`src/pkg/bmss_pkg.sv`:
```
package bmss_pkg;

    // oscillator clock and sync window
    localparam int CLK_PERIOD_NS   = 100;
    localparam int SYNC_FMAX_KHZ   = 2200;
    localparam int SYNC_FMIN_KHZ   = 200;
    localparam int SYNC_TMIN_NS    = 1000000 / SYNC_FMAX_KHZ;
    localparam int SYNC_TMAX_NS    = 1000000 / SYNC_FMIN_KHZ;
    localparam int SYNC_MIN_CYC    =
        (SYNC_TMIN_NS + CLK_PERIOD_NS - 1) / CLK_PERIOD_NS;
    localparam int SYNC_MAX_CYC    = SYNC_TMAX_NS / CLK_PERIOD_NS;

    // mode settle time
    localparam int MODE_SETTLE_NS  = 100000;
    localparam int MODE_SETTLE_CYC = MODE_SETTLE_NS / CLK_PERIOD_NS;

    // pulse counts
    localparam int PULSE_CTRL_PULSES = 4;
    localparam int SYNC_LOCK_PULSES  = 2048;
    localparam int DOUBLE_PULSES     = 2;

    // factory default frequencies
    localparam logic [11:0] FSW_HIGH_KHZ = 12'h834;
    localparam logic [11:0] FSW_LOW_KHZ  = 12'h190;

    localparam int SYNC_STAGES = 2;
    localparam int CNT_W       = 16;
    localparam int BURST_W     = 12;

    typedef enum logic [1:0] {
        BMSS_AUTO   = 2'b00,
        BMSS_FORCED = 2'b01,
        BMSS_SYNC   = 2'b10
    } bmss_mode_t;

    typedef enum logic [1:0] {
        BMSS_SHUTDOWN  = 2'b00,
        BMSS_STANDBY   = 2'b01,
        BMSS_SWITCHING = 2'b10
    } bmss_en_state_t;

    typedef struct packed {
        bmss_mode_t  mode;
        logic        spread_spectrum;
        logic        diode_emulation;
        logic        pulse_skipping_operation;
        logic        forced_fixed_frequency_mode;
        logic        track_ext_clock;
        logic        freq_foldback;
        logic        pulse_dependent;
        logic [11:0] default_freq_khz;
    } bmss_ctrl_t;

    typedef struct packed {
        bmss_en_state_t state;
        logic           vcc_enable;
        logic           switch_node_enable;
    } bmss_en_t;

endpackage

```
`src/core/bmss_mode_sync.sv`:
```
`timescale 1ns/10ps

// Summary of operation
// auto mode uses pulse skipping at light load with diode emulation.
// forced fixed-frequency mode disables diode emulation, switches always.
// sync mode tracks external clock unless on/off time limits forbid.
// sync mode behaves like forced mode, diode emulation off.
// level-dependent control never locks to an external clock.
// level-dependent level takes effect after stable for settle time.
// spread spectrum off during frequency foldback, back on after.
// 100 kohm strap fixes auto mode without spread spectrum permanently.
// fourth valid sync pulse completing enters pulse-dependent control.
// pulse-dependent control stays until restart.
// pulse control: high forced+SS, low auto+SS, clock sync no SS.
// double pulse then high or low turns spread spectrum off.
// controller shapes both double pulses like valid sync pulses.
// pulse control auto/forced change takes effect after settle time.
// controller applies valid sync train to enter pulse control.
// enable below wake threshold keeps shutdown.
// between wake and precision threshold: supply on, switch node idle.
// above precision threshold with input above 3 V: switching.
// frequency folds back when on/off time cannot hold the ratio.
// default 2.1 MHz or 400 kHz; sync accepted 200 kHz to 2.2 MHz.
// sync mode entered after 2048 valid sync cycles.
// steady input for settle time leaves sync, spread spectrum on.
// spread spectrum on at first sync edge, off at lock pulse.
// mode and enable comparators pass two flops before decoding.
module bmss_mode_sync #(
    parameter int         SETTLE_CYC   = bmss_pkg::MODE_SETTLE_CYC,
    parameter int         LOCK_PULSES  = bmss_pkg::SYNC_LOCK_PULSES,
    parameter bit         FACTORY_HIGH = 1'b1
) (
    input  wire logic              clock,
    input  wire logic              reset,
    input  wire logic              mode_sync_in,
    input  wire logic              strap_100k,
    input  wire logic              en_wake,
    input  wire logic              en_precise,
    input  wire logic              vin_ok,
    input  wire logic              time_limit,
    output bmss_pkg::bmss_ctrl_t   ctrl,
    output bmss_pkg::bmss_en_t     en_out
);

    localparam int IN_W = 6;
    localparam int I_SY = 5;
    localparam int I_ST = 4;
    localparam int I_WK = 3;
    localparam int I_PR = 2;
    localparam int I_VI = 1;
    localparam int I_LM = 0;

    if (SETTLE_CYC <= bmss_pkg::SYNC_MAX_CYC ||
        SETTLE_CYC >= (1 << bmss_pkg::CNT_W) - 1) begin
        $error("settle count out of range");
    end
    if (LOCK_PULSES <= bmss_pkg::PULSE_CTRL_PULSES ||
        LOCK_PULSES >= (1 << bmss_pkg::BURST_W)) begin
        $error("lock pulse count out of range");
    end

    logic [IN_W-1:0]          meta;
    logic [IN_W-1:0]          sy;
    logic                     prev_sync;
    logic [bmss_pkg::CNT_W-1:0]   gap_cnt;
    logic [bmss_pkg::CNT_W-1:0]   quiet_cnt;
    logic [bmss_pkg::BURST_W-1:0] burst_cnt;
    logic [bmss_pkg::BURST_W-1:0] next_burst;
    logic [bmss_pkg::BURST_W-1:0] pulses_done;
    logic                     burst_active;
    logic                     pulse_ctrl;
    logic [1:0]               boot_cnt;
    logic                     strap_done;
    logic                     strap_fixed;
    bmss_pkg::bmss_mode_t     mode;
    logic                     ss;
    logic                     rise;
    logic                     fall;
    logic                     level;
    logic                     period_ok;
    logic                     settle_hit;

    // two-stage synchroniser for all comparator outputs
    always_ff @(posedge clock or posedge reset) begin
        if (reset) begin
            meta <= '0;
            sy   <= '0;
        end else begin
            meta <= {mode_sync_in, strap_100k, en_wake, en_precise,
                     vin_ok, time_limit};
            sy   <= meta;
        end
    end

    assign level = sy[I_SY];
    assign rise  = level & ~prev_sync;
    assign fall  = ~level & prev_sync;

    function automatic logic in_window(
        input logic [bmss_pkg::CNT_W-1:0] gap
    );
        logic [bmss_pkg::CNT_W-1:0] per;
        per = gap + 1'b1;
        return per >= bmss_pkg::CNT_W'(bmss_pkg::SYNC_MIN_CYC) &&
               per <= bmss_pkg::CNT_W'(bmss_pkg::SYNC_MAX_CYC);
    endfunction

    assign period_ok  = in_window(gap_cnt);
    // a rise into a steady high level completes no pulse
    assign pulses_done = burst_cnt - bmss_pkg::BURST_W'(level);
    assign settle_hit = ~rise & ~fall &
                        quiet_cnt == bmss_pkg::CNT_W'(SETTLE_CYC - 1);

    always_comb begin
        next_burst = burst_cnt;
        if (rise) begin
            if (!burst_active || !period_ok)
                next_burst = bmss_pkg::BURST_W'(1);
            else if (burst_cnt != '1)
                next_burst = burst_cnt + 1'b1;
        end
    end

    // edge tracking and period measurement
    always_ff @(posedge clock or posedge reset) begin
        if (reset) begin
            prev_sync    <= 1'b0;
            gap_cnt      <= '0;
            burst_cnt    <= '0;
            burst_active <= 1'b0;
        end else begin
            prev_sync <= level;
            burst_cnt <= next_burst;
            if (rise) begin
                gap_cnt      <= '0;
                burst_active <= 1'b1;
            end else begin
                if (gap_cnt != '1)
                    gap_cnt <= gap_cnt + 1'b1;
                if (gap_cnt >= bmss_pkg::CNT_W'(bmss_pkg::SYNC_MAX_CYC))
                    burst_active <= 1'b0;
            end
        end
    end

    // steady-level timer
    always_ff @(posedge clock or posedge reset) begin
        if (reset) begin
            quiet_cnt <= '0;
        end else if (rise || fall) begin
            quiet_cnt <= '0;
        end else if (quiet_cnt != bmss_pkg::CNT_W'(SETTLE_CYC)) begin
            quiet_cnt <= quiet_cnt + 1'b1;
        end
    end

    // strap caught once after reset release
    always_ff @(posedge clock or posedge reset) begin
        if (reset) begin
            boot_cnt    <= '0;
            strap_done  <= 1'b0;
            strap_fixed <= 1'b0;
        end else if (!strap_done) begin
            boot_cnt <= boot_cnt + 1'b1;
            if (boot_cnt == 2'(bmss_pkg::SYNC_STAGES)) begin
                strap_done  <= 1'b1;
                strap_fixed <= sy[I_ST];
            end
        end
    end

    // control scheme: level dependent until a valid train, then sticky
    always_ff @(posedge clock or posedge reset) begin
        if (reset) begin
            pulse_ctrl <= 1'b0;
        end else if (fall && !strap_fixed && strap_done &&
                     burst_cnt >= bmss_pkg::BURST_W'(
                         bmss_pkg::PULSE_CTRL_PULSES)) begin
            pulse_ctrl <= 1'b1;
        end
    end

    // operating mode and spread spectrum selection
    always_ff @(posedge clock or posedge reset) begin
        if (reset) begin
            mode <= bmss_pkg::BMSS_AUTO;
            ss   <= 1'b1;
        end else if (strap_fixed) begin
            mode <= bmss_pkg::BMSS_AUTO;
            ss   <= 1'b0;
        end else if (!pulse_ctrl) begin
            if (settle_hit) begin
                mode <= level ? bmss_pkg::BMSS_FORCED
                              : bmss_pkg::BMSS_AUTO;
                ss   <= 1'b1;
            end
        end else if (rise && mode != bmss_pkg::BMSS_SYNC) begin
            if (next_burst >= bmss_pkg::BURST_W'(LOCK_PULSES)) begin
                mode <= bmss_pkg::BMSS_SYNC;
                ss   <= 1'b0;
            end else begin
                ss   <= 1'b1;
            end
        end else if (settle_hit) begin
            mode <= level ? bmss_pkg::BMSS_FORCED
                          : bmss_pkg::BMSS_AUTO;
            if (mode == bmss_pkg::BMSS_SYNC)
                ss <= 1'b1;
            else
                ss <= pulses_done != bmss_pkg::BURST_W'(
                          bmss_pkg::DOUBLE_PULSES);
        end
    end

    // registered control outputs
    always_ff @(posedge clock or posedge reset) begin
        if (reset) begin
            ctrl <= '0;
        end else begin
            ctrl.mode            <= mode;
            ctrl.spread_spectrum <= ss & ~sy[I_LM];
            ctrl.diode_emulation <= mode == bmss_pkg::BMSS_AUTO;
            ctrl.pulse_skipping_operation <=
                mode == bmss_pkg::BMSS_AUTO;
            ctrl.forced_fixed_frequency_mode <=
                mode != bmss_pkg::BMSS_AUTO;
            ctrl.track_ext_clock <=
                mode == bmss_pkg::BMSS_SYNC && !sy[I_LM];
            ctrl.freq_foldback   <= sy[I_LM];
            ctrl.pulse_dependent <= pulse_ctrl;
            ctrl.default_freq_khz <= FACTORY_HIGH ? bmss_pkg::FSW_HIGH_KHZ
                                                  : bmss_pkg::FSW_LOW_KHZ;
        end
    end

    // enable decode
    always_ff @(posedge clock or posedge reset) begin
        if (reset) begin
            en_out <= '{bmss_pkg::BMSS_SHUTDOWN, 1'b0, 1'b0};
        end else if (!sy[I_WK]) begin
            en_out <= '{bmss_pkg::BMSS_SHUTDOWN, 1'b0, 1'b0};
        end else if (!(sy[I_PR] && sy[I_VI])) begin
            en_out <= '{bmss_pkg::BMSS_STANDBY, 1'b1, 1'b0};
        end else begin
            en_out <= '{bmss_pkg::BMSS_SWITCHING, 1'b1, 1'b1};
        end
    end
endmodule

```
`config.mk`:
```
export PLATFORM = sky130hd
export DESIGN_NAME = bmss_mode_sync
export DESIGN_NICKNAME = d
export VERILOG_FILES = /design/src/pkg/bmss_pkg.sv /design/src/core/bmss_mode_sync.sv
export SDC_FILE = /design/constraint.sdc
export NUM_CORES = 1
export LEC_CHECK = 0
export BUFFER_PORTS_ARGS = -buffer_cell sky130_fd_sc_hd__buf_2
export CORE_MARGIN = 4
export CORE_UTILIZATION = 55
export CTS_CLUSTER_DIAMETER = 60
export DETAILED_ROUTE_END_ITERATION = 7
export PLACE_DENSITY = 0.72
export RECOVER_POWER = 25
export SLEW_MARGIN = 40
export SYNTH_ARGS = -nofsm -noshare
export SYNTH_HDL_FRONTEND = slang
export SYNTH_SLANG_ARGS = --single-unit
```
`constraint.sdc`:
```
create_clock -name clock -period 6 [get_ports clock]
set_input_delay 0 -clock clock [delete_from_list [all_inputs] [get_ports clock]]
set_output_delay 0 -clock clock [all_outputs]
set_load 0.005 [all_outputs]
```
# Word-level counts from Yosys, hierarchy flattened
# Cells that the tools add are included.
# Widths: inputs -> output; s select.
# totals
register_bits	79
inputBits	8
output_inout_bits	25
word_cells	102
# op_classes
bitwise	11
reduce_logical	22
order_cmp	5
mux	26
eq_ne	9
add_sub_neg	5
# ops
operator	count
$mux 16	4
$mux 12	3
$add 16x1->16 const B	2
$eq 16x10->1 const B	1
$ge 16x3->1 const B	1
$ge 16x6->1 const B	1
$le 16x6->1 const B	1
$ne 16x10->1 const B	1
$ne 16x16->1 const B	1
$add 12x1->12 const B	1
$ge 12x12->1 const B	1
$ge 12x3->1 const B	1
$mux 1	12
$ne 12x12->1 const B	1
$ne 12x2->1 const B	1
$sub 12x1->12	1
$mux 2	5
$mux 4	2
$reduce_bool 2->1	4
$logic_and 1x1->1	7
$not 1->1	6
$reduce_bool 3->1	2
$and 1x1->1	5
$eq 2x2->1 const B	2
7 further kinds	12

# Logic depth before layout (Yosys ltp)
# Gate-level depths: netlist (run 1).
# logic_depth
word_depth	12
mapped_depth	10
depth_no_buf	8

# Worst setup path after synthesis (run 1)
# OpenSTA, ideal clock, no wires.
# synth_timing
path_type	register to register
from	register gap_cnt[0] (netlist bit)
to	register with a tool-made name
period_less_slack_ns	2.448
arrival_ns	2.354
setup_ns	0.094
slack_ns	3.552
path_stages_with_launch	11
required_time_ns	5.906
path_cell_list	dfrtp_1 > ha_1 > buf_6 > and3_1 > buf_6 > a21oi_1 > a31oi_1 > or3_4 > or3_1 > buf_6 > a221oi_2
# synth_rtl
item	line	text
from (decl)	bmss_mode_sync.sv:65	logic [bmss_pkg::CNT_W-1:0] gap_cnt;
from (signal assigned)	bmss_mode_sync.sv:139	gap_cnt <= gap_cnt + 1'b1;

==> summary.md, run 1 <==
| Metric | Value |
|---|---|
| Yosys warns | 0 |
| Post-synthesis mux area share | 0.9668% |
| Worst-margin pin slew | 0.6741 ns |
| Setup_tns | 0 ns |
| I/O pin count | 33 |
| Largest family of logic cells by synthesized area | simple AND/OR/NAND/NOR gates |
| Peak supply drop | 0.0001671 V |
| CTS Root Cell | clkbuf_8 |
| Worst hold path endpoint | meta[0]$_DFF_PP0_ |
| Synth Flop Type | dfrtp_1 |
| Worst skew pair latency | 0.34 ns |
| Wire length per cell | 14.49 um |
| M2 GR Usage | 30.48% |
| 1st-iter DRT viols | 214 |
| Post_cts resized | 0 |
| Clock group share of total power | 32.6% |
| Crit-path max FO | 11 |
| TritonRoute pass-1 iters | 4 |
| Setup crit start kind | flop |
| Comb power frac | 17.2% |
| Sw power | 0.4044 mW |
| Slew margin rel. | 55.06% |
| Status | finished clean |
| Ys async rst share | 100.0% |
| Internal Power | 0.8669 mW |
| Setup CP Type | flop to flop |
| Synth area leader | dfrtp_1 |
| Final period util | 49.78% |
| Reg2reg start | gap_cnt[0]$_DFFE_PP0P_ |
| Synth cell types | 65 |
| Post-synth EDFFs | 0 |
| Global route overflow | 0 |
| Max H-tree Level | 3 |
| Number of vias per cell | 5.693 |
| Remaining DRCs | 0 |
| DR vias | 3000 |
| Leak pwr | 1.976 nW |
| Final Critical Period | 2.987 ns |
| Setup repair after global routing missed its margin | false |
| Clock Tree Buf Depth | 2 |
| Slew Limit Fails | 0 |
| Synth-to-Final Area Change | 7.674% |
| Final total power | 1.271 mW |
| Hold_ws | 0.2938 ns |
| Hold wc startpoint | time_limit |
| Sw frac | 31.81% |
| Flop-to-flop setup slack | 3.01 ns |
| Full die area | 8982 sq um |
| DPL Wire Length | 5.224 mm |
| Core ar. | 7292 sq um |
| Worst hold path class | primary input to flop |
| Mapped Cells | 406 |
| M3 GR Usage | 2.629% |
| CTS tree | done |
| Avg Inst Size Synth | 10.20 sq um |
| Xor-xnor portion of the synthesized cell area | 5.710% |
| # diodes | 0 |
| Drt total wl | 7.635 mm |
| Seq pwr share | 50.2% |
| Buffers added on ports | 24 |
| Number of global-route vias before repair | 2916 |
| P per Cell Area | 285.1 nW/um^2 |
| Worst-path clk slew | 0.09 ns |
| Worst R2R Path Depth | 7 |
| Die X | 94.78 um |
| GR Layer Usage met1 | 25.15% |
| Finished Core Util | 61.15% |
| Initial antenna violation count | 0 |
| Setup crit end kind | flop |
| Top cell type's share of synthesized area | 46.53% |
| Ranking of synthesized cells by area | dfrtp_1, xnor2_1, ha_1 |
| Final hold vios | 0 |
| #FFs+latches synth | 78 |
| Sink Count | 78 |
| Placer congestion estimate | 0.8848 |
| Busiest grt layer | met2 |
| Fill cells | 643 |
| Post-Synth Adder-Cell Area | 3.927% |
| Final setup viols | 0 |
| Mapped Area | 4141 sq um |
| Max-cap violation count | 0 |
| Num CTS Buffers | 9 |
| GRT Util Overall | 18.57% |
| Hold Path Stages | 2 |
| Clk_skew | 0.009571 ns |
| Global-route wire length before repair | 13.32 mm |
| Register area share after synthesis | 47.16% |
| Die Ht | 94.78 um |
| Final #Nets | 444 |
| Row count | 31 |
| Initial Utilization | 56.79% |
| Share of layout cells above drive strength 1 | 13.08% |
| Post-synthesis simple-gate area fraction | 23.05% |
| DRT antenna net count | 0 |
| Pin count of the biggest net entering global routing | 79 |
| Synth Area in Compound Gates | 11.57% |
| CP arrival | 3.24 ns |
| Req. time, crit path | 6.25 ns |
| Fmax | 334.8 MHz |
==> routing by layer <==
metal	share of wire (%)	wire length [um]	vias to the layer above
met2	48	3641	56
li1	-	-	1462
met1	47	3571	1469
met4	1.6	122	0
met5	0	0	-
met3	3.9	300	13
==> synthesized netlist by cell type, drive strengths merged (4+ instances only) <==
cell type	count
a211oi	5
or3	5
nor2	16
nor4	11
buf	24
nor3	14
ha	13
o41ai	5
and2	19
a21oi	10
mux2i	4
dfrtp	77
o21ai	17
and3	9
xnor2	21
nand4	11
clkbuf	9
and4	7
inv	16
xor2	6
nand2	31
nand3	23
o31ai	6
==> cell families (layout without fill, tap and decap cells) <==
kind of cell	Yosys count	in the layout
AOI/OAI and AO/OA	66	66
muxes	4	4
other	2	9
buffers and inverters	51	66
and+or+nand+nor	165	165
adders and majority gates	13	13
DFF	78	78
xor gates and xnor gates	27	27
==> final cells by class <==
class	count	area [sq um]	area share, %
Inverter	17	65.06	1.459
Timing Repair Buffer	33	200.2	4.489
Multi-Input combinational cell	284	1907	42.76
Clock inverter	6	72.57	1.627
Clock buffer	10	137.6	3.086
Tap cell	99	123.9	2.778
Sequential cell	78	1953	43.80
==> timing repair <==
item,CTS,global route
endpoints found under the setup margin,0,0
endpoints found under the hold margin,83,0
buffers inserted,0,0
hold buffers,7,0
==> layout by cell type (no fill, tap or decap), drive strengths merged, types with 4 or more instances in the layout <==
cell type,instances
a211oi,5
a21oi,10
and2,19
and3,9
and4,7
buf,19
clkbuf,17
conb,9
dfrtp,77
dlygate4sd3,7
ha,13
inv,19
mux2i,4
nand2,31
nand3,23
nand4,11
nor2,16
nor3,14
nor4,11
o21ai,17
o31ai,6
o41ai,5
or3,5
xnor2,21
xor2,6
==> worst max-delay path, cell delays in order (launching register included) <==
cell and delay, ns:
dfrtp_1 0.59, ha_1 0.41, and3_1 0.36, nand2_2 0.16, o31ai_2 0.34, nand4_2 0.18, or3_1 0.55, a221oi_2 0.30
==> how the worst max path moves through the flow <==
stage                                 from    to  slack (ns)  depth (start not counted)
global route        gap_cnt[1]$_DFFE_PP0P_  flop        2.82                          7
finish              gap_cnt[0]$_DFFE_PP0P_  flop        3.01                          7
floorplan           gap_cnt[0]$_DFFE_PP0P_  flop        3.55                         10
CTS                 gap_cnt[1]$_DFFE_PP0P_  flop        3.02                          7
detailed placement  gap_cnt[1]$_DFFE_PP0P_  flop        3.06                          7
global placement    gap_cnt[1]$_DFFE_PP0P_  flop        3.17                          7
==> stage by stage <==
stage / cell area (sq um) / instances / worst slack (ns)
3_3_place_gp: 4184 / 504 / 3.175
3_5_place_dp: 4188 / 504 / 3.064
5_1_grt: 4459 / 527 / 2.822
2_1_floorplan: 4168 / 413 / 3.552
6_report: 4459 / 527 / 3.013
4_1_cts: 4468 / 527 / 3.025
==> power by group through the flow <==
stage | clock (mW) | combinational (mW) | sequential [mW]
6_report | 0.414 | 0.219 | 0.638
3_5_place_dp | 0 | 0.216 | 0.648
3_3_place_gp | 0 | 0.211 | 0.645
4_1_cts | 0.424 | 0.222 | 0.637
2_1_floorplan | 0 | 0.233 | 0.608
5_1_grt | 0.447 | 0.251 | 0.649
(Power assumes the default switching activity.)
==> inputs of run 2 (changes only) <==
--- a/config.mk
+++ b/config.mk
@@ -5,6 +5,7 @@
 export SDC_FILE = /design/constraint.sdc
 export NUM_CORES = 1
 export LEC_CHECK = 0
+export ABC_AREA = 1
 export BUFFER_PORTS_ARGS = -buffer_cell sky130_fd_sc_hd__buf_2
 export CORE_MARGIN = 4
 export CORE_UTILIZATION = 55
==> constraint.sdc (replaced) <==
create_clock -name clock -period 3.1 [get_ports clock]
set_input_delay 0 -clock clock [delete_from_list [all_inputs] [get_ports clock]]
set_output_delay 0 -clock clock [all_outputs]
set_load 0.005 [all_outputs]
==> summary.md, run 2 <==
| Metric | Value |
|---|---|
| Status | finished clean |
| Crit-path max cell delay | 0.49 ns |
| Final hold vios | 0 |
| DRT antenna net count | 0 |
| Core ar. | 6907 sq um |
| Worst-margin pin slew | 0.6574 ns |
| Clock group share of total power | 32.7% |
| Final total power | 2.334 mW |
| Flop-to-flop setup slack | 0.89 ns |
| Die X | 93.04 um |
| Slew Limit Fails | 0 |
| Top cell type's share of synthesized area | 48.44% |
| Worst hold path class | primary input to asynchronous set/reset pin |
| 1st-iter DRT viols | 197 |
| Clock Tree Buf Depth | 2 |
| Inst Count DP | 604 |
| CTS tree | done |
| Final setup viols | 0 |
| Ys async rst share | 100.0% |
| RR Endpoint | mode[0]$_DFFE_PP0P_ |
| Setup_tns | 0 ns |
| Clk_skew | 0.01424 ns |
| Setup CP Type | flop to flop |
| FF+latch area | 1953 sq um |
| Hold_ws | 0.2719 ns |
| Register area share after synthesis | 49.10% |
| Top cells by count, synth | nand2_1, dfrtp_1, inv_1 |
| Worst skew pair latency | 0.36 ns |
| Mapped Area | 3978 sq um |
| Worst-path clk slew | 0.09 ns |
| Crit path cell chain | inv_1 -> ha_1 -> inv_1 -> nor2_1 -> a21oi_1 -> nand2_1 -> nand3_1 -> nand2_1 -> nor2_2 -> nand2_2 -> nand2_2 -> nand2_2 -> nand2_1 -> nand2_1 -> nand2_1 -> nand2_1 |
| Initial Utilization | 57.59% |
| Synth-to-Final Area Change | 10.63% |
| Final #Nets | 547 |
| Avg Inst Size Synth | 8.084 sq um |
| # diodes | 0 |
| Most frequent cells in the layout | nand2_1, dfrtp_1, inv_1 |
| Layout Cell Area excl Fill | 4400 sq um |
| Area of the multi-input gates | 1638 sq um |
| Number of vias per cell | 5.112 |
| Reg2reg start | gap_cnt[0]$_DFFE_PP0P_ |
| P per Cell Area | 530.4 nW/um^2 |
| Worst setup margin | 0.8872 ns |
| Peak supply drop | 0.0003745 V |
| #FFs+latches synth | 78 |
| DPL Wire Length | 5.839 mm |
| Fmax | 451.9 MHz |
| Number of global-route vias before repair | 3090 |
| Pre-CTS WS | 0.9980 ns |
| Yosys warns | 0 |
| Req. time, crit path | 3.36 ns |
| Comb power frac | 17.0% |
| CTS Root Cell | clkbuf_8 |
| Finished Core Util | 63.71% |
| Row count | 30 |
| Final period util | 71.38% |
| Synth area leader | dfrtp_1 |
| Commonest non-fill, non-tap cell in the layout | nand2_1 |
| Sw power | 0.7208 mW |
| Wire length per cell | 12.74 um |
| Fill cells | 611 |
| Full die area | 8656 sq um |
| Mapped Cells | 492 |
| DR vias | 3205 |
| Post-synth EDFFs | 0 |
| Max-cap violation count | 0 |
| Global route overflow | 0 |
| Die Ht | 93.04 um |
| Pin count of the biggest net entering global routing | 40 |
| GRT Util Overall | 20.03% |
| Worst R2R Path Depth | 16 |
| Slew margin rel. | 56.12% |
| Sw frac | 30.88% |
| Synth Flop Type | dfrtp_1 |
| Buffers added on ports | 24 |
| Share of layout cells above drive strength 1 | 9.981% |
| Placer congestion estimate | 0.8654 |
| Remaining DRCs | 0 |
| Leak pwr | 2.223 nW |
| Internal Power | 1.613 mW |
| Max H-tree Level | 3 |
| Post-Layout Cell Count | 627 |
| Synth cell types | 36 |
| Crit-path max FO | 8 |
| Count leader, synth | nand2_1 |
| Placed Area | 4139 sq um |
| Global-route wire length before repair | 13.77 mm |
| CP most frequent cell | nand2_1 |
| CP delay by family, top | simple AND/OR/NAND/NOR gates |
| Worst path slowest cell | dfrtp_1 |
| Num CTS Buffers | 9 |
| I/O pin count | 33 |
| Drt total wl | 7.986 mm |
| Setup crit start kind | flop |
| Setup crit end kind | flop |
| Worst Path Buf+Inv | 2 |
| Seq pwr share | 50.3% |
| Sink Count | 78 |
| Setup repair after global routing missed its margin | false |
| TritonRoute pass-1 iters | 5 |
| CP arrival | 2.47 ns |
| Ranking of synthesized cells by area | dfrtp_1, nand2_1, inv_1 |
| Initial antenna violation count | 0 |
| Final Critical Period | 2.213 ns |
## run 2: worst max path at each step
| stage | start | end | slack (ns) | cells after the start |
|---|---|---|---|---|
| 5_1_grt | gap_cnt[0]$_DFFE_PP0P_ | mode[0]$_DFFE_PP0P_ | 0.65 | 16 |
| 2_1_floorplan | reset | asynchronous set/reset pin | 1.11 | 1 |
| 6_report | gap_cnt[0]$_DFFE_PP0P_ | mode[0]$_DFFE_PP0P_ | 0.89 | 16 |
| 4_1_cts | gap_cnt[0]$_DFFE_PP0P_ | mode[0]$_DFFE_PP0P_ | 0.93 | 16 |
| 3_5_place_dp | gap_cnt[0]$_DFFE_PP0P_ | mode[0]$_DFFE_PP0P_ | 1.0 | 16 |
| 3_3_place_gp | gap_cnt[0]$_DFFE_PP0P_ | mode[0]$_DFFE_PP0P_ | 1.01 | 16 |
## run 2: power by group through the flow
stage / clock network (mW) / logic (mW) / registers, mW
global route: 0.816 / 0.460 / 1.19
CTS: 0.768 / 0.399 / 1.17
detailed placement: 0 / 0.385 / 1.19
floorplan: 0 / 0.295 / 1.18
finish: 0.762 / 0.398 / 1.17
global placement: 0 / 0.381 / 1.19
## run 2: per-layer routing
metal	vias to the layer above	share of wire (%)	global-route usage, %	wire [um]
met3	16	4.6	4.344	369
met5	-	0	0	0
met2	65	48	31.85	3817
met1	1499	45	26.28	3623
met4	0	2.2	9.158	176
li1	1625	-	-	-
## run 2: cell type report
type | count | share of cell area [%]
clock buffers | 11 | 2.985
clock inverters | 5 | 1.365
inverters | 76 | 6.483
multi-input cells | 327 | 37.22
flip-flops and latches | 78 | 44.38
well taps | 96 | 2.730
repair buffers | 34 | 4.834
## run 2: worst reg2reg max path: stages (launching register included)
cell	delay, ns
dfrtp_1	0.49
inv_1	0.16
ha_1	0.33
inv_1	0.06
nor2_1	0.04
a21oi_1	0.18
nand2_1	0.08
nand3_1	0.09
nand2_1	0.08
nor2_2	0.12
nand2_2	0.09
nand2_2	0.11
nand2_2	0.09
nand2_1	0.07
nand2_1	0.04
nand2_1	0.05
nand2_1	0.05
## run 2: timing repair
action | in CTS | in global routing
hold endpoints to repair | 22 | 0
resized for setup | 0 | 0
setup buffers | 0 | 0
hold buffers | 7 | 0
## run 2: kinds of logic (layout without fill, tap and decap cells)
group	Yosys count	in the layout	share of synthesized area (%)
compound gates	55	55	7.487
xor+xnor	6	6	1.321
fa+ha+maj	13	13	4.089
buf+inv	94	126	10.38
flops	78	78	49.10
other cells	2	9	0.1888
simple gates	244	244	27.43
